`src/inc/rfcr_regs.vh`:
```
`ifndef RFCR_REGS_VH
`define RFCR_REGS_VH
// Register indices; byte address is four times the index
`define RFCR_IDX_CRC_HIGH 8'h21
`define RFCR_IDX_CRC_LOW 8'h22
`define RFCR_IDX_RSVD_A 8'h23
`define RFCR_IDX_MOD_WIDTH 8'h24
`define RFCR_IDX_RSVD_B 8'h25
`define RFCR_IDX_RX_GAIN 8'h26
`define RFCR_IDX_NDRV 8'h27
// Extra control register: bit 0 soft power-down, bit 1 driver a on, bit 2 driver b on
`define RFCR_IDX_CTRL 8'h30
`define RFCR_CTRL_PD_BIT 0
`define RFCR_CTRL_DRVA_BIT 1
`define RFCR_CTRL_DRVB_BIT 2
// Reset values
`define RFCR_RST_CRC 8'hff
`define RFCR_RST_RSVD_A 8'h88
`define RFCR_RST_MOD_WIDTH 8'h26
`define RFCR_RST_RSVD_B 8'h87
`define RFCR_RST_RX_GAIN 8'h48
`define RFCR_RST_NDRV 8'h88
`define RFCR_RST_CTRL 8'h00
// Field positions
`define RFCR_GAIN_LSB 4
`define RFCR_GAIN_MSB 6
`define RFCR_CW_MSB 7
`define RFCR_MOD_MSB 3
// Receiver gain in dB per code
`define RFCR_DB_18 6'h12
`define RFCR_DB_23 6'h17
`define RFCR_DB_33 6'h21
`define RFCR_DB_38 6'h26
`define RFCR_DB_43 6'h2b
`define RFCR_DB_48 6'h30
// AXI responses
`define RFCR_RESP_OKAY 2'h0
`define RFCR_RESP_SLVERR 2'h2
`endif

```
`src/verilog/rfcr_config_regs.v`:
```
// Notes on behaviour
// - CRC high byte read-only, resets to ff, shows latest CRC result.
// - CRC low byte read-only, resets to ff, shows latest CRC result.
// - Reserved location after CRC bytes, no function, resets to 88.
// - Reserved location before gain register, no function, resets to 87.
// - Modulation pulse width register fully read/write, resets to 26.
// - Each Miller pulse lasts programmed width plus one carrier periods.
// - Gain register resets to 48, gain field bits 6:4, rest reserved.
// - Gain codes map to 18,23,18,23,33,38,43,48 dB.
// - Conductance register resets to 88, carrier field 7:4, modulation 3:0.
// - Carrier conductance drives both antenna drivers when not modulating.
// - Modulation conductance sets the modulation index.
// - Soft power-down forces top bit of each conductance field to one.
// - Conductance used only while an antenna driver is switched on.
`timescale 1ns/1ps
`include "rfcr_regs.vh"

module rfcr_config_regs (
  input wire clk, // 25 MHz clock
  input wire rst, // Async reset, active high
  input wire [31:0] s_axi_awaddr, // Write address
  input wire s_axi_awvalid, // Write address valid
  output reg s_axi_awready, // Write address ready
  input wire [31:0] s_axi_wdata, // Write data
  input wire [3:0] s_axi_wstrb, // Write byte strobes
  input wire s_axi_wvalid, // Write data valid
  output reg s_axi_wready, // Write data ready
  output reg [1:0] s_axi_bresp, // Write response
  output reg s_axi_bvalid, // Write response valid
  input wire s_axi_bready, // Write response ready
  input wire [31:0] s_axi_araddr, // Read address
  input wire s_axi_arvalid, // Read address valid
  output reg s_axi_arready, // Read address ready
  output reg [31:0] s_axi_rdata, // Read data
  output reg [1:0] s_axi_rresp, // Read response
  output reg s_axi_rvalid, // Read data valid
  input wire s_axi_rready, // Read data ready
  input wire [15:0] crc_result, // CRC engine result
  input wire crc_result_load, // Pulse: new CRC result
  input wire modulate_req, // Pulse: start one Miller pulse
  output reg mod_pulse, // Miller modulation pulse
  output reg antenna_driver_a, // Driver a enable
  output reg antenna_driver_b, // Driver b enable
  output reg [3:0] carrier_ndriver_conductance, // Effective carrier n-conductance
  output reg [3:0] modulating_ndriver_conductance, // Effective modulation n-conductance
  output reg [3:0] active_ndriver_conductance, // Conductance applied now
  output reg [2:0] receiver_gain_select, // Gain code to receiver
  output reg [5:0] receiver_gain_db // Selected gain in dB
);

  reg [7:0] crc_result_high_byte;
  reg [7:0] crc_result_low_byte;
  reg [7:0] pulse_width_value;
  reg [2:0] gain_field;
  reg [7:0] ndriver_conductance;
  reg [2:0] ctrl;
  reg [7:0] width_cnt;
  reg aw_held;
  reg w_held;
  reg [7:0] aw_idx;
  reg [7:0] wdata_b;
  reg wstrb0;
  reg [7:0] next_rdata;
  reg next_rerr;
  reg [3:0] next_cw;
  reg [3:0] next_mod;
  reg [5:0] next_db;
  wire wr_fire;
  wire [7:0] ar_idx;
  wire soft_pd;
  wire drv_on;
  reg wr_known;
  wire wr_lane0;
  wire wr_mod;
  wire wr_gain;
  wire wr_ndrv;
  wire wr_ctrl;

  assign ar_idx = s_axi_araddr[9:2];
  assign wr_fire = aw_held && w_held && !s_axi_bvalid;
  assign soft_pd = ctrl[`RFCR_CTRL_PD_BIT];
  assign drv_on = ctrl[`RFCR_CTRL_DRVA_BIT] | ctrl[`RFCR_CTRL_DRVB_BIT];

  // Per-register write enables; only byte lane 0 carries a register
  assign wr_lane0 = wr_fire && wstrb0;
  assign wr_mod = wr_lane0 && (aw_idx == `RFCR_IDX_MOD_WIDTH);
  assign wr_gain = wr_lane0 && (aw_idx == `RFCR_IDX_RX_GAIN);
  assign wr_ndrv = wr_lane0 && (aw_idx == `RFCR_IDX_NDRV);
  assign wr_ctrl = wr_lane0 && (aw_idx == `RFCR_IDX_CTRL);

  // Write address: ready pulses once, index held until the response is raised
  always @(posedge clk or posedge rst) begin
    if (rst) begin
      s_axi_awready <= 1'b0;
      aw_held <= 1'b0;
      aw_idx <= 8'h00;
    end else begin
      s_axi_awready <= !aw_held && !s_axi_awready && s_axi_awvalid;
      if (s_axi_awvalid && s_axi_awready) begin
        aw_held <= 1'b1;
        aw_idx <= s_axi_awaddr[9:2];
      end else if (wr_fire) begin
        aw_held <= 1'b0;
      end
    end
  end

  // Write data: taken on its own, so address and data may come in either order
  always @(posedge clk or posedge rst) begin
    if (rst) begin
      s_axi_wready <= 1'b0;
      w_held <= 1'b0;
      wdata_b <= 8'h00;
      wstrb0 <= 1'b0;
    end else begin
      s_axi_wready <= !w_held && !s_axi_wready && s_axi_wvalid;
      if (s_axi_wvalid && s_axi_wready) begin
        w_held <= 1'b1;
        wdata_b <= s_axi_wdata[7:0];
        wstrb0 <= s_axi_wstrb[0];
      end else if (wr_fire) begin
        w_held <= 1'b0;
      end
    end
  end

  // Index check for writes; a miss still completes, with an error response
  always @* begin
    wr_known = 1'b0;
    if (aw_idx == `RFCR_IDX_CRC_HIGH) begin
      wr_known = 1'b1;
    end else if (aw_idx == `RFCR_IDX_CRC_LOW) begin
      wr_known = 1'b1;
    end else if (aw_idx == `RFCR_IDX_RSVD_A) begin
      wr_known = 1'b1;
    end else if (aw_idx == `RFCR_IDX_MOD_WIDTH) begin
      wr_known = 1'b1;
    end else if (aw_idx == `RFCR_IDX_RSVD_B) begin
      wr_known = 1'b1;
    end else if (aw_idx == `RFCR_IDX_RX_GAIN) begin
      wr_known = 1'b1;
    end else if (aw_idx == `RFCR_IDX_NDRV) begin
      wr_known = 1'b1;
    end else if (aw_idx == `RFCR_IDX_CTRL) begin
      wr_known = 1'b1;
    end
  end

  // Write response; held until the master takes it, no new write before then
  always @(posedge clk or posedge rst) begin
    if (rst) begin
      s_axi_bvalid <= 1'b0;
      s_axi_bresp <= `RFCR_RESP_OKAY;
    end else if (wr_fire) begin
      s_axi_bvalid <= 1'b1;
      s_axi_bresp <= wr_known ? `RFCR_RESP_OKAY : `RFCR_RESP_SLVERR;
    end else if (s_axi_bvalid && s_axi_bready) begin
      s_axi_bvalid <= 1'b0;
    end
  end

  // Modulation pulse width, all eight bits writable
  always @(posedge clk or posedge rst) begin
    if (rst) begin
      pulse_width_value <= `RFCR_RST_MOD_WIDTH;
    end else if (wr_mod) begin
      pulse_width_value <= wdata_b;
    end
  end

  // Gain field only; reserved bits of that word are never stored
  always @(posedge clk or posedge rst) begin
    if (rst) begin
      gain_field <= 3'h4;
    end else if (wr_gain) begin
      gain_field <= wdata_b[`RFCR_GAIN_MSB:`RFCR_GAIN_LSB];
    end
  end

  // Both conductance fields live in one byte
  always @(posedge clk or posedge rst) begin
    if (rst) begin
      ndriver_conductance <= `RFCR_RST_NDRV;
    end else if (wr_ndrv) begin
      ndriver_conductance <= wdata_b;
    end
  end

  // Power-down and driver enables; stands in for controls kept elsewhere
  always @(posedge clk or posedge rst) begin
    if (rst) begin
      ctrl <= 3'h0;
    end else if (wr_ctrl) begin
      ctrl <= wdata_b[2:0];
    end
  end

  // CRC high byte; trusted only once the engine flags it done
  always @(posedge clk or posedge rst) begin
    if (rst) begin
      crc_result_high_byte <= `RFCR_RST_CRC;
    end else if (crc_result_load) begin
      crc_result_high_byte <= crc_result[15:8];
    end
  end

  // CRC low byte, loaded on the same strobe so both halves match
  always @(posedge clk or posedge rst) begin
    if (rst) begin
      crc_result_low_byte <= `RFCR_RST_CRC;
    end else if (crc_result_load) begin
      crc_result_low_byte <= crc_result[7:0];
    end
  end

  // Read mux
  always @* begin
    next_rerr = 1'b0;
    if (ar_idx == `RFCR_IDX_CRC_HIGH) begin
      next_rdata = crc_result_high_byte;
    end else if (ar_idx == `RFCR_IDX_CRC_LOW) begin
      next_rdata = crc_result_low_byte;
    end else if (ar_idx == `RFCR_IDX_RSVD_A) begin
      next_rdata = `RFCR_RST_RSVD_A;
    end else if (ar_idx == `RFCR_IDX_MOD_WIDTH) begin
      next_rdata = pulse_width_value;
    end else if (ar_idx == `RFCR_IDX_RSVD_B) begin
      next_rdata = `RFCR_RST_RSVD_B;
    end else if (ar_idx == `RFCR_IDX_RX_GAIN) begin
      next_rdata = {1'b0, gain_field, 4'h8};
    end else if (ar_idx == `RFCR_IDX_NDRV) begin
      next_rdata = ndriver_conductance;
    end else if (ar_idx == `RFCR_IDX_CTRL) begin
      next_rdata = {5'h00, ctrl};
    end else begin
      next_rdata = 8'h00;
      next_rerr = 1'b1;
    end
  end

  // Read channel: address taken, data one cycle later
  always @(posedge clk or posedge rst) begin
    if (rst) begin
      s_axi_arready <= 1'b0;
      s_axi_rvalid <= 1'b0;
      s_axi_rdata <= 32'h00000000;
      s_axi_rresp <= `RFCR_RESP_OKAY;
    end else begin
      s_axi_arready <= !s_axi_arready && !s_axi_rvalid && s_axi_arvalid;
      if (s_axi_arvalid && s_axi_arready) begin
        s_axi_rvalid <= 1'b1;
        s_axi_rdata <= {24'h000000, next_rdata};
        s_axi_rresp <= next_rerr ? `RFCR_RESP_SLVERR : `RFCR_RESP_OKAY;
      end else if (s_axi_rvalid && s_axi_rready) begin
        s_axi_rvalid <= 1'b0;
      end
    end
  end

  // Miller pulse: width+1 clocks; clk stands in for the carrier clock
  always @(posedge clk or posedge rst) begin
    if (rst) begin
      mod_pulse <= 1'b0;
      width_cnt <= 8'h00;
    end else if (mod_pulse) begin
      if (width_cnt == 8'h00) begin
        mod_pulse <= 1'b0;
      end else begin
        width_cnt <= width_cnt - 8'h01;
      end
    end else if (modulate_req) begin
      mod_pulse <= 1'b1;
      width_cnt <= pulse_width_value;
    end
  end

  // Effective conductances: power-down forcing first, then driver gating
  always @* begin
    next_cw = ndriver_conductance[7:4];
    next_mod = ndriver_conductance[3:0];
    if (soft_pd) begin
      next_cw[3] = 1'b1;
      next_mod[3] = 1'b1;
    end
    if (!drv_on) begin
      next_cw = 4'h0;
      next_mod = 4'h0;
    end
  end

  // Gain decode; the low codes fold onto two values
  always @* begin
    case (gain_field)
      3'h0, 3'h2: next_db = `RFCR_DB_18;
      3'h1, 3'h3: next_db = `RFCR_DB_23;
      3'h4: next_db = `RFCR_DB_33;
      3'h5: next_db = `RFCR_DB_38;
      3'h6: next_db = `RFCR_DB_43;
      default: next_db = `RFCR_DB_48;
    endcase
  end

  // Conductance outputs; the applied value follows the pulse one clock late
  always @(posedge clk or posedge rst) begin
    if (rst) begin
      carrier_ndriver_conductance <= 4'h0;
      modulating_ndriver_conductance <= 4'h0;
      active_ndriver_conductance <= 4'h0;
    end else begin
      carrier_ndriver_conductance <= next_cw;
      modulating_ndriver_conductance <= next_mod;
      active_ndriver_conductance <= mod_pulse ? next_mod : next_cw;
    end
  end

  // Driver enables, registered so they line up with the conductances
  always @(posedge clk or posedge rst) begin
    if (rst) begin
      antenna_driver_a <= 1'b0;
      antenna_driver_b <= 1'b0;
    end else begin
      antenna_driver_a <= ctrl[`RFCR_CTRL_DRVA_BIT];
      antenna_driver_b <= ctrl[`RFCR_CTRL_DRVB_BIT];
    end
  end

  // Gain outputs to the receiver
  always @(posedge clk or posedge rst) begin
    if (rst) begin
      receiver_gain_select <= 3'h4;
      receiver_gain_db <= `RFCR_DB_33;
    end else begin
      receiver_gain_select <= gain_field;
      receiver_gain_db <= next_db;
    end
  end

endmodule // rfcr_config_regs
```
`config.mk`:
```
export PLATFORM = sky130hd
export DESIGN_NAME = rfcr_config_regs
export DESIGN_NICKNAME = d
export VERILOG_FILES = /design/src/verilog/rfcr_config_regs.v
export VERILOG_INCLUDE_DIRS = /design/src /design/src/inc
export SDC_FILE = /design/constraint.sdc
export NUM_CORES = 1
export LEC_CHECK = 0
export ABC_AREA = 1
export ABC_CLOCK_PERIOD_IN_PS = 8100
export BUFFER_PORTS_ARGS = -buffer_cell sky130_fd_sc_hd__buf_2
export CAP_MARGIN = 30
export CELL_PAD_IN_SITES_DETAIL_PLACEMENT = 0
export CELL_PAD_IN_SITES_GLOBAL_PLACEMENT = 1
export CORE_MARGIN = 3
export CORE_UTILIZATION = 39
export DETAILED_ROUTE_END_ITERATION = 16
export PLACE_DENSITY = 0.92
export SETUP_SLACK_MARGIN = 0.3
export SLEW_MARGIN = 20
export SYNTH_ARGS = -nofsm -noshare
export SYNTH_HDL_FRONTEND = slang
export SYNTH_SLANG_ARGS = --single-unit
```
`constraint.sdc`:
```
create_clock -name clk -period 8.1 [get_ports clk]
set_clock_uncertainty 0.1 [all_clocks]
set_input_delay 1.215 -clock clk [delete_from_list [all_inputs] [get_ports clk]]
set_output_delay 1.215 -clock clk [all_outputs]
set_load 0.1 [all_outputs]
```
# Word-level counts from Yosys, hierarchy flattened
# Index checks and enable logic that the tools add are counted.
# word_totals
regBits	106
input_bits	125
output_inout_bits	65
wordCells	133
# op_classes
add_sub_neg	1
n_eq_ne	23
mux	45
bitwise_logic	1
n_reduce_logical	35
# ops
operator	count
8-bit by 6-bit == test with 1-bit output, second input constant	16
8-bit two-way mux	10
6-bit one-hot mux with 5 select lines	1
1-bit two-way mux	28
1-bit logical AND	18
4-bit two-way mux	3
2-bit nonzero test	5
3-bit == test, second input constant	3
8-bit logical NOT	1
8-bit by 1-bit subtractor with 8-bit output, second input constant	1
1-bit logical NOT	7
3-bit by 2-bit == test with 1-bit output, second input constant	2
2-bit two-way mux	2
2-bit OR reduction	2
3-bit by 1-bit == test with 1-bit output, second input constant	1
3-bit logical NOT	1
3-bit two-way mux	1
2-bit inequality test, second input constant	1
2-bit AND reduction	1
1-bit bitwise OR	1

# Depth between registers and ports, before layout
# Gate-level depths: netlist of run 1.
# logic_depth
ltp_word	10
ltp_mapped	12
ltp_nobuf	12

# Worst setup path after synthesis of run 1
# OpenSTA, ideal clock, no wires.
# synth_timing
path_type	input-to-reg
start	input s_axi_araddr[6]
end	register s_axi_rdata[0]
setup_ns	0.120
arrival_ns	2.030
required_time_ns	7.880
slack_ns	5.850
path_stages	10
path_buffers	1
path_cell_list	inv_1 nand2_2 nor2_8 buf_8 nand2_4 or2_0 nand2_1 nand2_1 nand2_1 nand2_1
# synth_via
elab_chain_cells	9
elab_cells_between_ends	16
cone_classes	eq/ne (8); mux (8)
# synth_rtl
element	line_no	source
from (decl)	rfcr_config_regs.v:31	input wire [31:0] s_axi_araddr,
8-bit by 6-bit == test with 1-bit output (no source line)	-	
3-bit two-way mux	rfcr_config_regs.v:233	end else if (ar_idx == `RFCR_IDX_CTRL) begin
8-bit two-way mux	rfcr_config_regs.v:231	end else if (ar_idx == `RFCR_IDX_NDRV) begin
8-bit two-way mux	rfcr_config_regs.v:229	end else if (ar_idx == `RFCR_IDX_RX_GAIN) begin
8-bit two-way mux	rfcr_config_regs.v:227	end else if (ar_idx == `RFCR_IDX_RSVD_B) begin
8-bit two-way mux	rfcr_config_regs.v:225	end else if (ar_idx == `RFCR_IDX_MOD_WIDTH) begin
8-bit two-way mux	rfcr_config_regs.v:223	end else if (ar_idx == `RFCR_IDX_RSVD_A) begin
8-bit two-way mux	rfcr_config_regs.v:221	end else if (ar_idx == `RFCR_IDX_CRC_LOW) begin
8-bit two-way mux (*)	rfcr_config_regs.v:219	if (ar_idx == `RFCR_IDX_CRC_HIGH) begin
to (signal assigned)	rfcr_config_regs.v:252	s_axi_rdata <= {24'h000000, next_rdata};
to (decl)	rfcr_config_regs.v:34	output reg [31:0] s_axi_rdata,
# Mark *: on every way between the ends. The rest lies on a longest branch, timed or not.
# A chain may end at the register's enable or synchronous reset.

# Worst setup path after layout of run 1
# layout_timing
start	register mod_pulse
end	output mod_pulse
# layout_lines
element	line_no	source
from (decl)	rfcr_config_regs.v:41	output reg mod_pulse,
from (signal assigned)	rfcr_config_regs.v:263	mod_pulse <= 1'b0;
from (signal assigned)	rfcr_config_regs.v:267	mod_pulse <= 1'b0;
from (signal assigned)	rfcr_config_regs.v:272	mod_pulse <= 1'b1;
# No word-level cell between the ends.

==> impl_results.md, run 1 <==
- CTS root buffer: clkbuf_16
- Pwr Total: 1660 uW
- Post-CTS sizing: 0
- Fraction of layout cells with a size suffix above 1: 0.316
- Fin. Hold Viols: 0
- Seq pwr share: 0.421
- CP bufs+invs: 1
- Startpoint types: register
- Cell Pwr Density: 286 nW/um2
- Crit path setup slack, layout: 5.27 ns
- First-pass GRT wire length: 17.7 mm
- Mapped Area: 5040 um2
- Syn Inst Count: 549
- Netlist cell types: 41
- Ports: 190
- Gpl congestion: 0.810
- Comb pwr share: 0.310
- R2R cell count: 7
- Compound-cell area share of the yosys netlist: 0.0850
- Core area: 12,300 um2
- TritonRoute pass-1 iters: 4
- # diodes: 0
- Combinational family with the most area after synthesis: simple AND/OR/NAND/NOR gates
- Simple-Gate Fraction of Synth Area: 0.226
- Setup bufs post-CTS: 0
- Initial Util: 0.409
- Hold Crit Depth: 0
- Routed wire per std cell: 13.2 um
- Avg Inst Size Synth: 9.17 um2
- Die Width: 120 um
- Dpl hpwl: 7.94 mm
- Worst path cell trace: buf_2
- Status: complete, no violations
- # setup viols final: 0
- Grt total ovfl: 0
- Setup tns final: 0 ns
- Area Growth Syn to Fin: 15.0%
- Vias in the first global route: 3,689
- CP max stage cell: dfrtp_1
- Leak: 0.00298 uW
- FF-to-FF End: width_cnt[6]
- DP Cell Count: 791
- Maximum VDD drop: 235 uV
- Clock network power share: 0.269
- H-tree Lvls: 3
- Max-slew headroom: 0.560
- Initial antenna violation count: 0
- Initial drt markers: 262
- Place WS: 5.46 ns
- FF-to-FF setup slack: 6.28 ns
- Clk_lat worst skew: 0.35 ns
- Register area share after synthesis: 0.523
- Commonest non-fill, non-tap cell in the layout: nand2_1
- Net Sw Power: 649 uW
- Residual DRC: 0
- GR Util All Layers: 0.154
- Internal power: 1010 uW
- Area of the die: 14,300 um2
- Req. time, crit path: 6.78 ns
- DR vias/cell: 4.59
- Fin nets: 762
- Mux cell area share after synthesis: 0.0425
- Largest net degree at the start of global routing: 57
- Via count: 3,701
- Worst min path class: reg2reg
- Reg clk slew, reported paths: 0.07 ns
- Fmax: 354 MHz
- Critical path's top delay family: flip-flops
- Final Critical Period: 2.83 ns
- Post-Route WL: 10.7 mm
- Slew Limit Fails: 0
- Crit Reg-Reg Startpoint: mod_pulse
- Crit share post-route: 0.349
- Rows: 40
- Post-DRT Antenna Nets: 0
- CTS Sinks: 104
- CP max stage delay: 0.64 ns
- FF+latch count, synth: 104
- Worst-Margin Slew: 0.660 ns
- YS warnings: 0
- Origin of the worst setup path: mod_pulse
- Arrival time at the worst endpoint: 1.51 ns
- WS Path Type: reg2out
- Critical path depth: 1
- CP Max Fanout: 18
- Height of the die: 120 um
- Num CTS Buffers: 9
- Maximum clock insertion buffer count: 2
- Switching share of power: 0.392
- TritonCTS clock tree: yes
- Setup crit end: mod_pulse
- Max Cap Viol: 0
- CP endpoint kind: output port
- Number of port buffers: 88
- Most frequent cells in the layout: nand2_1, buf_2, dfrtp_1, inv_1, nor2_1
- Adder-cell share of the synthesized area: 0.00745
- Layout Cells excl Fill: 807
- Hold buffers post-CTS: 0
- Post-Synth XOR/XNOR Area: 0.00174
- RSZ-0062 raised after global routing: no
==> state kept, by name (all words and copies together) (netlist names), 4 cells and up <==
register / cells
carrier_ndriver_conductance: 4
pulse_width_value: 8
receiver_gain_db: 6
modulating_ndriver_conductance: 4
active_ndriver_conductance: 4
aw_idx: 8
width_cnt: 8
wdata_b: 8
s_axi_rdata: 8
ndriver_conductance: 8
crc_result_high_byte: 8
crc_result_low_byte: 8
==> cells by family after synthesis <==
kind of cell	Yosys count
mux	19
fa+ha+maj	3
xor+xnor	1
simple gates	237
compound gates	73
flops	104
buf+inv	111
other cells	1
==> cell usage after synthesis <==
master / n / share of area
nor2_1: 44 / 0.033
nor4_1: 1 / 0.0012
nand3b_1: 1 / 0.0015
o21ai_0: 16 / 0.016
nor2_2: 4 / 0.0050
conb_1: 1 / 0.00074
buf_6: 4 / 0.0089
nand3_4: 1 / 0.0035
or2_0: 1 / 0.0012
nand3_1: 22 / 0.022
o21ai_2: 12 / 0.021
o2111ai_1: 1 / 0.0017
a211o_1: 1 / 0.0017
inv_1: 57 / 0.042
clkbuf_1: 4 / 0.0030
xor2_1: 1 / 0.0017
buf_2: 4 / 0.0040
o211ai_1: 2 / 0.0030
nor2_8: 1 / 0.0040
buf_4: 26 / 0.039
nor3_2: 1 / 0.0020
nor2_4: 7 / 0.016
nand4_2: 1 / 0.0025
nor3_1: 2 / 0.0020
dfstp_2: 25 / 0.13
nand2_1: 128 / 0.095
mux2_2: 19 / 0.042
o31ai_1: 2 / 0.0030
a21oi_1: 14 / 0.014
nand3_2: 2 / 0.0040
inv_2: 14 / 0.010
dfrtp_1: 79 / 0.39
nand2_4: 1 / 0.0022
nand4_1: 9 / 0.011
buf_8: 2 / 0.0060
ha_1: 3 / 0.0075
nand2_2: 6 / 0.0075
nor3b_1: 2 / 0.0030
o21ai_1: 25 / 0.025
or2_2: 1 / 0.0012
nand4_4: 2 / 0.0084
==> per-stage QoR <==
step / util / hold slack, ns / instance area [um2]
global placement: 0.446 / 0.286 / 5490
detailed placement: 0.446 / 0.285 / 5490
floorplan: - / 0.272 / 5130
global route: 0.471 / 0.309 / 5790
CTS: 0.471 / 0.299 / 5790
finish: 0.471 / 0.299 / 5790
==> power by group through the flow <==
stage	sequential, uW	clock, uW	combinational (uW)
floorplan	810	0	330
global placement	700	0	504
detailed placement	707	0	517
CTS	698	454	520
global route	710	477	567
finish	698	445	514
==> per-layer routing <==
layer,routed length (um),global-route usage,vias to the layer above
met3,441,0.0287,14
met4,223,0.0580,0
met5,0,0,-
met2,5290,0.258,82
met1,4720,0.199,1742
li1,-,-,1863
==> area by class of cell <==
| cell class | instances | area [um2] |
|---|---|---|
| clock inverter | 4 | 51.3 |
| sequential | 104 | 2630 |
| clock buffer | 12 | 256 |
| inverter | 71 | 269 |
| timing repair buffer | 89 | 448 |
| tap | 168 | 210 |
| multi-input combinational | 359 | 1920 |
| fill | 1229 | 6520 |
==> worst register-to-register path, delay by kind of cell, from the launching register on <==
family                 cells  cell delay [ns]
AND/OR/NAND/NOR            4             0.48
AO/OA/AOI/OAI              1             0.05
flip-flops                 1             0.64
buffers and inverters      2             0.44
==> worst min-delay path by stage <==
stage	from	to
2_1_floorplan	gain_field[2]	receiver_gain_select[2]
3_3_place_gp	gain_field[2]	receiver_gain_select[2]
3_5_place_dp	gain_field[2]	receiver_gain_select[2]
4_1_cts	gain_field[2]	receiver_gain_select[2]
5_1_grt	gain_field[2]	receiver_gain_select[2]
6_report	gain_field[2]	receiver_gain_select[2]
(Power assumes the default switching activity.)
==> run 2: changes to the inputs <==
- ABC_CLOCK_PERIOD_IN_PS: 8100 -> 2400
- CORE_UTILIZATION: 39 -> 33
- PLACE_DENSITY: 0.92 -> 0.83
- clock period: 8.1 -> 2.4 ns (I/O delays scaled with it)
==> impl_results.md, run 2 (synthesis gave the netlist of run 1 again) <==
- Initial drt markers: 167 (was 262)
- Clk_lat worst skew: 0.35 ns (about the same)
- Die Width: 130 um (was 120 um)
- Num CTS Buffers: 9 (unchanged)
- Worst hold slack: 0.0847 ns (was 0.299 ns)
- # setup viols final: 0 (unchanged)
- Reg clk slew, reported paths: 0.07 ns (about the same)
- Critical path depth: 1 (unchanged)
- R2R cell count: 11 (was 7)
- Req. time, crit path: 1.94 ns (was 6.78 ns)
- TritonCTS clock tree: yes (unchanged)
- CP bufs+invs: 1 (unchanged)
- Fin. Hold Viols: 0 (unchanged)
- Maximum clock insertion buffer count: 2 (unchanged)
- Dpl hpwl: 7.93 mm (was 7.94 mm)
- Core area: 14,800 um2 (was 12,300 um2)
- Worst path cell trace: clkbuf_4 (was buf_2)
- CP Max Fanout: 18 (unchanged)
- Number of port buffers: 88 (unchanged)
- Commonest non-fill, non-tap cell in the layout: nand2_1 (unchanged)
- Hold Crit Depth: 2 (was 0)
- Routed wire per std cell: 13.1 um (was 13.2 um)
- Gpl congestion: 0.808 (was 0.810)
- # diodes: 0 (unchanged)
- CTS root buffer: clkbuf_16 (unchanged)
- CTS Sinks: 104 (unchanged)
- Fillers: 1,519 (was 1,229)
- TritonRoute pass-1 iters: 4 (unchanged)
- CP max stage delay: 0.67 ns (was 0.64 ns)
- Status: complete, no violations (unchanged)
- Placed Instance Area: 5530 um2 (was 5490 um2)
- Grt total ovfl: 0 (unchanged)
- First-pass GRT wire length: 17.4 mm (was 17.7 mm)
- GR Util All Layers: 0.135 (was 0.154)
- CP endpoint kind: output port (unchanged)
- Arrival time at the worst endpoint: 1.47 ns (was 1.51 ns)
- Initial Util: 0.341 (was 0.409)
- Rows: 44 (was 40)
- Slew Limit Fails: 0 (unchanged)
- Cell Pwr Density: 951 nW/um2 (was 286 nW/um2)
- Crit path setup slack, layout: 0.468 ns (was 5.27 ns)
- RSZ-0062 raised after global routing: no (unchanged)
- Multi-input logic area: 1920 um2 (unchanged)
- CP max stage cell: dfrtp_1 (unchanged)
- Largest net degree at the start of global routing: 90 (was 57)
- Vias in the first global route: 3,369 (was 3,689)
- H-tree Lvls: 3 (unchanged)
- Final Cell Area: 5830 um2 (was 5790 um2)
- Critical path's top delay family: flip-flops (unchanged)
- Post-DRT Antenna Nets: 0 (unchanged)
- Via count: 3,607 (was 3,701)
- Leak: 0.00299 uW (was 0.00298 uW)
- Area of the die: 16,800 um2 (was 14,300 um2)
- Place WS: 0.627 ns (was 5.46 ns)
- Worst-Margin Slew: 0.617 ns (was 0.660 ns)
- Startpoint types: register (unchanged)
- WS Path Type: reg2out (unchanged)
- Height of the die: 130 um (was 120 um)
- DR vias/cell: 4.37 (was 4.59)
- Fin nets: 765 (was 762)
- Final core occ: 0.395 (was 0.471)
- Final Critical Period: 1.93 ns
- Ports: 190 (unchanged)
- Max Cap Viol: 0 (unchanged)
- Maximum VDD drop: 398 uV (was 235 uV)
- Post-Route WL: 10.8 mm (was 10.7 mm)
- Fraction of layout cells with a size suffix above 1: 0.315 (was 0.316)
- Initial antenna violation count: 0 (unchanged)
- Area Growth Syn to Fin: 15.8% (was 15.0%)
- Fmax: 518 MHz
- Register area: 2630 um2 (unchanged)
- Max-slew headroom: 0.588 (was 0.560)
- Setup bufs post-CTS: 0 (unchanged)
- Worst min path class: in2reg (was reg2reg)
- Crit share post-route: 0.805
- Most frequent cells in the layout: nand2_1, buf_2, dfrtp_1, inv_1, nor2_1 (unchanged)
- Setup tns final: 0 ns (unchanged)
- Residual DRC: 0 (unchanged)
run 2: cell types whose count changed in the layout (fill, tap and decap cells not counted):
cell / before / now
buf_12: 0 / 1
buf_2: 88 / 87
buf_4: 1 / 2
clkbuf_1: 1 / 3
clkbuf_4: 0 / 1
clkbuf_8: 2 / 0
clkinv_2: 1 / 2
dlygate4sd3_1: 0 / 1
inv_6: 1 / 0
run 2: worst paths after layout:
path / from / end / slack, ns
worst max-delay path: mod_pulse / mod_pulse / 0.47
max in group asynchronous: rst / crc_result_low_byte[4] / 0.96
min in group asynchronous: rst / s_axi_wready / 0.46
worst min register to register: gain_field[2] / receiver_gain_select[2] / 0.29
worst max register to register: width_cnt[0] / width_cnt[6] / 0.63
worst min-delay path: s_axi_bready / s_axi_bvalid / 0.08
run 2: power by group:
part	internal [uW]	total (uW)	switching, uW
Clock	808	1450	641
Combinational	441	1750	1310
Sequential	2110	2350	242
run 2: what timing repair did:
item | in CTS | in global routing
hold endpoints to repair | 15 | 0
endpoints found under the setup margin | 0 | 1
gates resized for setup | 0 | 1
hold buffers | 1 | 0
run 2: layout make-up:
type                            count  share of cell area
Sequential cell                   104               0.452
Tap cell                          184              0.0395
Clock inverter                      4             0.00794
Multi-Input combinational cell    359               0.330
Inverter                           71              0.0464
Clock buffer                       12              0.0406
Timing Repair Buffer               92              0.0837
run 2: per-stage QoR:
step                total power, uW  cells
floorplan                      3850    574
global placement               4110    809
detailed placement             4140    809
CTS                            5620    826
global route                   5890    826
finish                         5540    826
run 2: routing by layer:
layer | wire [um] | vias to the layer above | GRT usage | part of all wire
met5 | 0 | - | 0 | 0
met1 | 4980 | 1651 | 0.185 | 0.46
met3 | 455 | 15 | 0.0297 | 0.042
met2 | 5160 | 72 | 0.206 | 0.48
li1 | - | 1869 | - | -
met4 | 214 | 0 | 0.0556 | 0.020
